### src/verilog/sar_adc_pkg.sv
// Behaviour
// - power_down_n low shuts down; chip select low gives nap, high gives sleep
// - result bus driven only while read strobe and chip select are both low
// - a falling edge on convert_start_n begins a new conversion
// - start and read are ignored unless chip select is low
// - busy output low throughout a conversion and while its word waits for buffer space, high otherwise
// - result is valid by the rising edge of busy; host reads after it
// - approx_register is cleared when each conversion starts
// - a running conversion cannot be restarted by further start edges
// - bits decided one per step, most significant first, over 14 bits
// - finished word moves into the output latches at conversion end; here when the word buffer accepts it, later if the buffer is full
// - result appears on fourteen parallel three-state outputs, msb down to bit zero
// - conversion timed by an internal clock, none from the host
// - result is two's complement of positive minus negative input
package sar_adc_pkg;
    localparam int RESULT_WIDTH = 14;
    localparam int CLK_PERIOD_NS = 50;
    // longest conversion time, so the per-bit step rounds down
    localparam int CONV_TIME_NS = 2200;
    localparam int BIT_STEP_CYCLES = CONV_TIME_NS / CLK_PERIOD_NS / RESULT_WIDTH;
    localparam int CONV_CYCLES = RESULT_WIDTH * BIT_STEP_CYCLES;
    localparam int STEP_CNT_WIDTH = 4;
    localparam int BIT_IDX_WIDTH = 4;
    localparam int CONV_CNT_WIDTH = 8;
    localparam logic [STEP_CNT_WIDTH-1:0] STEP_LAST = STEP_CNT_WIDTH'(BIT_STEP_CYCLES - 1);
    localparam logic [BIT_IDX_WIDTH-1:0] BIT_IDX_MSB = BIT_IDX_WIDTH'(RESULT_WIDTH - 1);
    localparam logic [CONV_CNT_WIDTH-1:0] CONV_CNT_LAST = CONV_CNT_WIDTH'(CONV_CYCLES - 1);
    // reset values
    localparam logic [RESULT_WIDTH-1:0] SAR_RESET = 14'h0000;
    localparam logic [RESULT_WIDTH-1:0] LATCH_RESET = 14'h0000;
    localparam int BUFFER_DEPTH = 2;

    typedef enum {ST_IDLE, ST_CONVERT, ST_HANDOFF} conv_state_type;
    typedef enum {PM_RUN, PM_NAP, PM_SLEEP} power_mode_type;
endpackage

### src/verilog/sar_adc_conversion_control_port.sv
`timescale 1ns/1ps
module sar_adc_conversion_control_port (
    input wire logic i_sys_clk,
    input wire logic i_resetn,
    input wire logic i_chip_select_n,
    input wire logic i_convert_start_n,
    input wire logic i_read_n,
    input wire logic i_power_down_n,
    input wire logic i_comparator,
    input wire logic i_stream_ready,
    output logic o_busy_n,
    output logic [sar_adc_pkg::RESULT_WIDTH-1:0] o_result_bus,
    output logic o_result_bus_oe,
    output logic [sar_adc_pkg::RESULT_WIDTH-1:0] o_dac_code,
    output logic o_track,
    output logic o_nap,
    output logic o_sleep,
    output logic o_stream_valid,
    output logic [sar_adc_pkg::RESULT_WIDTH-1:0] o_stream_data
);
    import sar_adc_pkg::*;

    logic rst_meta;
    logic rst_n;
    conv_state_type state;
    conv_state_type next_state;
    power_mode_type power_mode;
    logic start_prev;
    logic power_prev;
    logic [RESULT_WIDTH-1:0] approx_register;
    logic [RESULT_WIDTH-1:0] next_approx;
    logic [RESULT_WIDTH-1:0] result_latch;
    logic [RESULT_WIDTH-1:0] dac_code;
    logic [RESULT_WIDTH-1:0] next_dac;
    logic [BIT_IDX_WIDTH-1:0] bit_idx;
    logic [STEP_CNT_WIDTH-1:0] step_cnt;
    logic [CONV_CNT_WIDTH-1:0] conv_cnt;
    logic buf_in_ready;

    // reset release through two flip-flops
    always_ff @(posedge i_sys_clk or negedge i_resetn) begin
        if (!i_resetn) begin
            rst_meta <= 1'b0;
            rst_n <= 1'b0;
        end else begin
            rst_meta <= 1'b1;
            rst_n <= rst_meta;
        end
    end

    // edge detection and qualifiers
    wire start_fall = start_prev && !i_convert_start_n;
    wire start_req = start_fall && !i_chip_select_n;
    wire running = (power_mode == PM_RUN);
    wire accept = (state == ST_IDLE) && running && start_req;
    wire step_done = (step_cnt == STEP_LAST);
    wire last_bit = (bit_idx == '0);
    wire decide = (state == ST_CONVERT) && step_done;
    wire finish = decide && last_bit;
    wire handoff = (state == ST_HANDOFF) && buf_in_ready;
    wire [RESULT_WIDTH-1:0] trial_bit = RESULT_WIDTH'(1) << bit_idx;
    // offset binary to two's complement: invert the sign bit
    wire [RESULT_WIDTH-1:0] twos_word = {~approx_register[RESULT_WIDTH-1],
        approx_register[RESULT_WIDTH-2:0]};
    wire power_fall = power_prev && !i_power_down_n;

    // pin outputs
    assign o_busy_n = (state == ST_IDLE);
    assign o_result_bus_oe = !i_read_n && !i_chip_select_n;
    assign o_result_bus = result_latch;
    assign o_dac_code = dac_code;
    assign o_track = (state == ST_IDLE) && running;
    assign o_nap = (power_mode == PM_NAP);
    assign o_sleep = (power_mode == PM_SLEEP);

    // next state of the conversion sequencer
    always_comb begin
        next_state = state;
        case (state)
            ST_IDLE: begin
                if (accept) begin
                    next_state = ST_CONVERT;
                end
            end
            ST_CONVERT: begin
                if (finish) begin
                    next_state = ST_HANDOFF;
                end
            end
            ST_HANDOFF: begin
                if (buf_in_ready) begin
                    next_state = ST_IDLE;
                end
            end
            default: begin
                next_state = ST_IDLE;
            end
        endcase
    end

    // bit decision and trial code for the capacitive dac
    always_comb begin
        next_approx = approx_register;
        next_dac = '0;
        if (accept) begin
            next_approx = SAR_RESET;
        end else if (decide) begin
            next_approx[bit_idx] = i_comparator;
        end
        if (state == ST_CONVERT) begin
            next_dac = approx_register | trial_bit;
        end
    end

    // sequencer registers
    always_ff @(posedge i_sys_clk or negedge rst_n) begin
        if (!rst_n) begin
            state <= ST_IDLE;
            approx_register <= SAR_RESET;
            dac_code <= SAR_RESET;
        end else begin
            state <= next_state;
            approx_register <= next_approx;
            dac_code <= next_dac;
        end
    end

    // internal step timer, msb first bit index
    always_ff @(posedge i_sys_clk or negedge rst_n) begin
        if (!rst_n) begin
            step_cnt <= '0;
            bit_idx <= BIT_IDX_MSB;
        end else if (accept) begin
            step_cnt <= '0;
            bit_idx <= BIT_IDX_MSB;
        end else if (state == ST_CONVERT) begin
            step_cnt <= step_done ? '0 : STEP_CNT_WIDTH'(step_cnt + 1'b1);
            if (decide && !last_bit) begin
                bit_idx <= BIT_IDX_WIDTH'(bit_idx - 1'b1);
            end
        end
    end

    // output latches load when the word is handed off
    always_ff @(posedge i_sys_clk or negedge rst_n) begin
        if (!rst_n) begin
            result_latch <= LATCH_RESET;
        end else if (handoff) begin
            result_latch <= twos_word;
        end
    end

    // pin history and shutdown mode
    always_ff @(posedge i_sys_clk or negedge rst_n) begin
        if (!rst_n) begin
            start_prev <= 1'b1;
            power_prev <= 1'b1;
            power_mode <= PM_RUN;
        end else begin
            start_prev <= i_convert_start_n;
            power_prev <= i_power_down_n;
            if (i_power_down_n) begin
                power_mode <= PM_RUN;
            end else if (power_fall) begin
                power_mode <= i_chip_select_n ? PM_SLEEP : PM_NAP;
            end
        end
    end

    // stream copy of each result; a full buffer holds busy low
    word_buffer #(
        .WIDTH(RESULT_WIDTH),
        .DEPTH(BUFFER_DEPTH)
    ) u_word_buffer (
        .i_clk(i_sys_clk),
        .i_rst_n(rst_n),
        .i_in_valid(state == ST_HANDOFF),
        .o_in_ready(buf_in_ready),
        .i_in_data(twos_word),
        .o_out_valid(o_stream_valid),
        .i_out_ready(i_stream_ready),
        .o_out_data(o_stream_data)
    );

    // helper: cycles spent converting
    always_ff @(posedge i_sys_clk or negedge rst_n) begin
        if (!rst_n) begin
            conv_cnt <= '0;
        end else if (accept) begin
            conv_cnt <= '0;
        end else if (state == ST_CONVERT) begin
            conv_cnt <= CONV_CNT_WIDTH'(conv_cnt + 1'b1);
        end
    end
endmodule // sar_adc_conversion_control_port

### src/verilog/word_buffer.sv
`timescale 1ns/1ps
module word_buffer #(
    parameter int WIDTH = 14,
    parameter int DEPTH = 2
) (
    input wire logic i_clk,
    input wire logic i_rst_n,
    input wire logic i_in_valid,
    output logic o_in_ready,
    input wire logic [WIDTH-1:0] i_in_data,
    output logic o_out_valid,
    input wire logic i_out_ready,
    output logic [WIDTH-1:0] o_out_data
);
    localparam int PTR_W = (DEPTH > 1) ? $clog2(DEPTH) : 1;
    localparam int CNT_W = $clog2(DEPTH + 1);
    localparam logic [PTR_W-1:0] PTR_LAST = PTR_W'(DEPTH - 1);
    localparam logic [CNT_W-1:0] CNT_FULL = CNT_W'(DEPTH);

    logic [WIDTH-1:0] mem [DEPTH];
    logic [PTR_W-1:0] wr_ptr;
    logic [PTR_W-1:0] rd_ptr;
    logic [CNT_W-1:0] count;
    wire push;
    wire pop;

    // honest full and empty from the occupancy count
    assign o_in_ready = (count != CNT_FULL);
    assign o_out_valid = (count != '0);
    assign push = i_in_valid && o_in_ready;
    assign pop = o_out_valid && i_out_ready;
    assign o_out_data = mem[rd_ptr];

    // storage, written only on an accepted push
    always_ff @(posedge i_clk) begin
        if (push) begin
            mem[wr_ptr] <= i_in_data;
        end
    end

    // pointers and count
    always_ff @(posedge i_clk or negedge i_rst_n) begin
        if (!i_rst_n) begin
            wr_ptr <= '0;
            rd_ptr <= '0;
            count <= '0;
        end else begin
            if (push) begin
                wr_ptr <= (wr_ptr == PTR_LAST) ? '0 : PTR_W'(wr_ptr + 1'b1);
            end
            if (pop) begin
                rd_ptr <= (rd_ptr == PTR_LAST) ? '0 : PTR_W'(rd_ptr + 1'b1);
            end
            if (push && !pop) begin
                count <= CNT_W'(count + 1'b1);
            end else if (pop && !push) begin
                count <= CNT_W'(count - 1'b1);
            end
        end
    end
endmodule // word_buffer

### config.mk
export PLATFORM = sky130hd
export DESIGN_NAME = sar_adc_conversion_control_port
export DESIGN_NICKNAME = d
export VERILOG_FILES = /design/src/verilog/sar_adc_pkg.sv /design/src/verilog/sar_adc_conversion_control_port.sv /design/src/verilog/word_buffer.sv
export SDC_FILE = /design/constraint.sdc
export NUM_CORES = 1
export LEC_CHECK = 0
export BUFFER_PORTS_ARGS = -buffer_cell sky130_fd_sc_hd__buf_2
export CORE_MARGIN = 2
export CORE_UTILIZATION = 30
export CTS_BUF_LIST = sky130_fd_sc_hd__clkbuf_4
export DETAILED_ROUTE_END_ITERATION = 10
export GPL_TIMING_DRIVEN = 1
export SYNTH_ARGS = -nofsm -noshare
export SYNTH_HDL_FRONTEND = slang
export SYNTH_SLANG_ARGS = --single-unit
export TNS_END_PERCENT = 10
### constraint.sdc
create_clock -name i_sys_clk -period 6.1 [get_ports i_sys_clk]
set_clock_uncertainty 0.1 [all_clocks]
set_input_delay 0.61 -clock i_sys_clk [delete_from_list [all_inputs] [get_ports i_sys_clk]]
set_output_delay 0.61 -clock i_sys_clk [all_outputs]
set_load 0.01 [all_outputs]
Word-level counts from Yosys, hierarchy flattened
Memory sizes are Yosys's and may differ from the RTL's. Index checks and enable logic that the tools add are counted.

$add $sub $neg: 6. Magnitude comparators: 2. Equal/unequal tests: 11. Shifts and indexed selects: 1. Mux-type cells: 25. Bitwise gates (word level): 2. Reductions and logical operators: 33.

Operator list (number): 32-bit 2-to-1 mux (5); 32-bit by 2-bit == test with 1-bit output, second input constant (3); 32-bit logical NOT (3); 32-bit one-hot mux with 3 select lines (1); 32-bit by 3-bit == test with 1-bit output, second input constant (2); 14-bit 2-to-1 mux (3); 32-bit by 1-bit == test with 1-bit output, second input constant (1); 4-bit 2-to-1 mux (6); 14-bit bitwise mux (1); 1-bit logical AND (14); 14-bit OR (1); 1-bit by 4-bit left shift with 14-bit output, first input constant (1); 2-bit nonzero test (6); 1-bit logical NOT (7); 2-bit 2-to-1 mux (3); 2-bit inequality test, second input constant (3); 4-bit by 5-bit < comparator with 1-bit output, second input constant (1); 1-bit 2-to-1 mux (5); 4-bit by 1-bit adder with 4-bit output, second input constant (1); 1-bit demux with 4-bit select (1); 4-bit by 2-bit == test with 1-bit output, second input constant (1); 4-bit by 1-bit >= comparator with 1-bit output, second input constant (1); 4-bit logical NOT (1); 4-bit by 1-bit subtractor with 4-bit output, second input constant (1); other kinds (7) (8).

Register bits: 122. RAM bits: 28. Input bits: 8. Output and inout port bits: 48. Memories kept: 1.

Memory list: u_word_buffer.mem (words 2, bits a word 14, read ports 1, clocked after Yosys merged registers in 0, write ports 1, RTL line word_buffer.sv:20) `logic [WIDTH-1:0] mem [DEPTH];`.

Depth between registers and ports, before layout
Word-level depth: 7. Gate-level depth with buffers: 8. Depth with buffers taken out: 7.

By module
A second synthesis with hierarchy kept.

Cells, all modules: 282. Area total of the unflattened synthesis: 3779.9 µm².

Modules (own cells, without submodules): sar_adc_conversion_control_port (times used 1, cells each 220, area each 2509.9 µm², seq. area each 1457.6 µm²); word_buffer (times used 1, cells each 62, area each 1270.0 µm², seq. area each 940.9 µm²).

Least setup slack after synthesis
Ideal clock, no wire load.

Kind: reg2reg. Start point: register state[0]. End point: memory u_word_buffer.mem[1][0] (enable). Data arrival time: 1.628 ns. Data required time: 5.616 ns. Setup slack: 3.987 ns. Cell stages (with the launch flop): 4. Path buffers: 1. Clock period less this slack: 2.113 ns. Path through: dfrtp_1 nand3b_2 buf_2 nor2_1.

Longest elaborated chain between the ends: 4.

RTL lines: start: declaration (RTL line sar_adc_conversion_control_port.sv:25) `conv_state_type state;`; start signal: assignment (RTL line sar_adc_conversion_control_port.sv:122) `state <= next_state;`; 32-bit by 3-bit == test with 1-bit output (RTL line sar_adc_conversion_control_port.sv:177) `.i_in_valid(state == ST_HANDOFF),`; 1-bit logical AND (RTL line word_buffer.sv:30) `assign push = i_in_valid && o_in_ready;`; 1-bit 2-to-1 mux (RTL line word_buffer.sv:36) `if (push) begin`; 1-bit 2-to-1 mux (not written as such) (RTL line word_buffer.sv:37) `mem[wr_ptr] <= i_in_data;`; end: declaration (RTL line word_buffer.sv:20).

Every way passes these cells.

Worst setup path after layout
Start point: register state[0]. End point: memory u_word_buffer.mem[0][7] (enable).

The elaborated chain is that of the path after synthesis.

==> run summary <==
status: finished, final reports clean
Yosys warning total: 0
Seq cells post-synth: 90
grt ovf: 0
drt via density: 4.81
Die Area: 13,800 um^2
antenna-violating nets left: 0
Reg clk slew, reported paths: 0.14 ns
critical-path cell list: nand3b_2 > nor2_1
RSZ-0062 raised after global routing: no
Core Util, Final: 35.2%
Die Span Y: 118 um
Root Driver: clkbuf_4
final worst path period need: 2.70 ns
vias in the first global route: 2,590
most frequent cells in the layout: dfrtp_1 (56), buf_2 (55), a21oi_1 (30)
CP Class: reg -> reg
post_cts resized: 0
share of cells above drive strength 1: 28.7%
Max-slew headroom: 21.9%
Design Area, Final: 4440 um^2
Mean Syn Cell Area: 13.1 um^2
Post-synth ARST share: 68.9%
router iterations before antenna repair: 4
Post-Syn Area: 3870 um^2
compound-gate portion of the synthesized area: 6.91%
Hold WS: 0.169 ns
top achievable clock speed: 371 MHz
multiplexer share of the synthesized area: 9.17%
worst-path maximum fanout: 18
CTS Hold Bufs: 1
Placeable Area: 12,600 um^2
peak supply drop: 0.0850 mV
Post-Synth XOR/XNOR Area: 1.58%
# nets final: 366
Pins Over Slew Limit: 0
Main synth FF type: dfrtp_1
CTS tree: done
max cap viols: 0
filler cell count: 1,272
initial core utilization: 30.7%
Clock Tree Buf Depth: 2
largest net degree at the start of global routing: 61
Post-Syn Nets: 312
Critical Path RT: 6.06 ns
LEAKAGE: 1.85 nW
CP endpoint kind: flip-flop
# setup viols final: 0
placed inst area: 4290 um^2
Synth Area in Simple Gates: 14.8%
Final Hold Vio Count: 0
Crit path largest cell delay: 1.05 ns
initial antenna violation count: 0
Tot Pwr: 1.33 mW
global placement routability congestion: 0.879
Yosys cell types: 50
PwrDens: 300 nW/um^2
area delta synth->final: 14.6%
1st-iter DRT viols: 92
commonest non-fill, non-tap cell in the layout: dfrtp_1
clock sinks: 90
ANT cells: 0
gr usage total: 12.6%
startpoint types: flip-flop
Row Count: 41
measured slew at the worst slew-check pin: 1.17 ns
largest family of logic cells by synthesized area: simple AND/OR/NAND/NOR gates
# Post-CTS Setup Buffers: 0
Worst EP arrival: 2.66 ns
via count: 2,534
Post-Route WL: 8360 um
Post-DP HPWL: 5680 um
register area share after synthesis: 61.9%
Post-Syn Instances: 296
worst min path class: in -> reg
global-route wire length before repair: 13,800 um
die width: 118 um
drc violations: 0
wire per inst: 15.9 um
EDFF count, synth: 28
Tcrit/Tclk final: 44.2%
TNS Setup: 0 ns
Buffers on Ports: 55
Post-Synth Adder-Cell Area: 2.58%
Clock Latency Late Sink: 0.44 ns
Inserted Clock Buffers: 9
CTS HTree Levels: 3
CP max-delay cell: nor2_1
Top Ports: 56
routing by layer:
layer | vias up | share of wire (%) | GRT usage (%)
li1 | 1182 | - | -
met2 | 67 | 47 | 19.4
met5 | - | 0 | 0
met1 | 1275 | 47 | 17.3
met3 | 10 | 4.5 | 3.00
met4 | 0 | 1.6 | 4.44
cell type report:
type	count	area, um^2	share of cell area (%)
Sequential cell	90	2400	54.1
Multi-Input combinational cell	184	1360	30.7
Clock inverter	6	65.1	1.47
Timing Repair Buffer	57	293	6.60
Inverter	8	30.0	0.676
Clock buffer	10	75.1	1.69
Tap cell	172	215	4.85
sequential cells by signal (all words and copies together) (netlist names):
name	cells
o_result_bus	14
u_word_buffer.rd_ptr	1
u_word_buffer.wr_ptr	1
step_cnt	4
rst_meta	1
rst_n	1
power_mode	2
approx_register	14
state	2
start_prev	1
power_prev	1
o_dac_code	14
u_word_buffer.mem	28
bit_idx	4
u_word_buffer.count	2
kinds of logic (layout without fill, tap and decap cells):
logic type,Yosys count,in the layout
multiplexers,32,32
buffers and inverters,22,81
XOR/XNOR,7,7
AND/OR/NAND/NOR,86,86
adder cells (fa/ha/maj),8,8
AO/OA/AOI/OAI,50,50
flip-flops,90,90
other,1,1
critical path, delay by kind of cell (launching register included):
| family | cells | cell delay, ns |
|---|---|---|
| simple gates | 2 | 1.66 |
| flops | 1 | 0.56 |
through the flow:
stage | std cells | setup WS, ns
2_1_floorplan | 296 | 3.99
3_3_place_gp | 510 | 3.48
3_5_place_dp | 510 | 3.36
4_1_cts | 527 | 3.33
5_1_grt | 527 | 3.15
6_report | 527 | 3.40
power breakdown:
group | switching, mW | internal [mW] | total [mW]
clock network | 0.209 | 0.131 | 0.340
logic | 0.131 | 0.123 | 0.254
registers | 0.0688 | 0.671 | 0.740
total | 0.408 | 0.926 | 1.33
synth_stat cells (4+ instances only):
cell,number,area (um^2)
ha_1,8,100
dfstp_2,5,131
mux2i_1,4,40.0
nand3_1,12,60.1
nand4_1,6,37.5
o21ai_0,9,45.0
nand2_1,4,15.0
nor2b_1,4,25.0
edfxtp_1,28,841
mux2_2,14,158
o21ai_1,5,25.0
clkbuf_1,5,18.8
buf_2,4,20.0
nor2_1,23,86.3
mux2_1,14,158
nor3_1,5,25.0
xnor2_1,4,35.0
dfrtp_1,57,1430
a21oi_1,30,150
inv_1,8,30.0
final timing paths:
kind | start | endpoint | slack, ns | cells past startpoint
max | state[0] | u_word_buffer.mem[0][7] | 3.40 | 2
min | i_convert_start_n | start_prev | 0.17 | 1
max reg2reg | state[0] | u_word_buffer.mem[0][7] | 3.40 | 2
min reg2reg | rst_meta | rst_n | 0.27 | 0
max in group asynchronous | rst_n | approx_register[7] | 5.09 | 1
min in group asynchronous | rst_n | o_result_bus[2] | 0.32 | 1
Power figures use the tool's default switching activity.
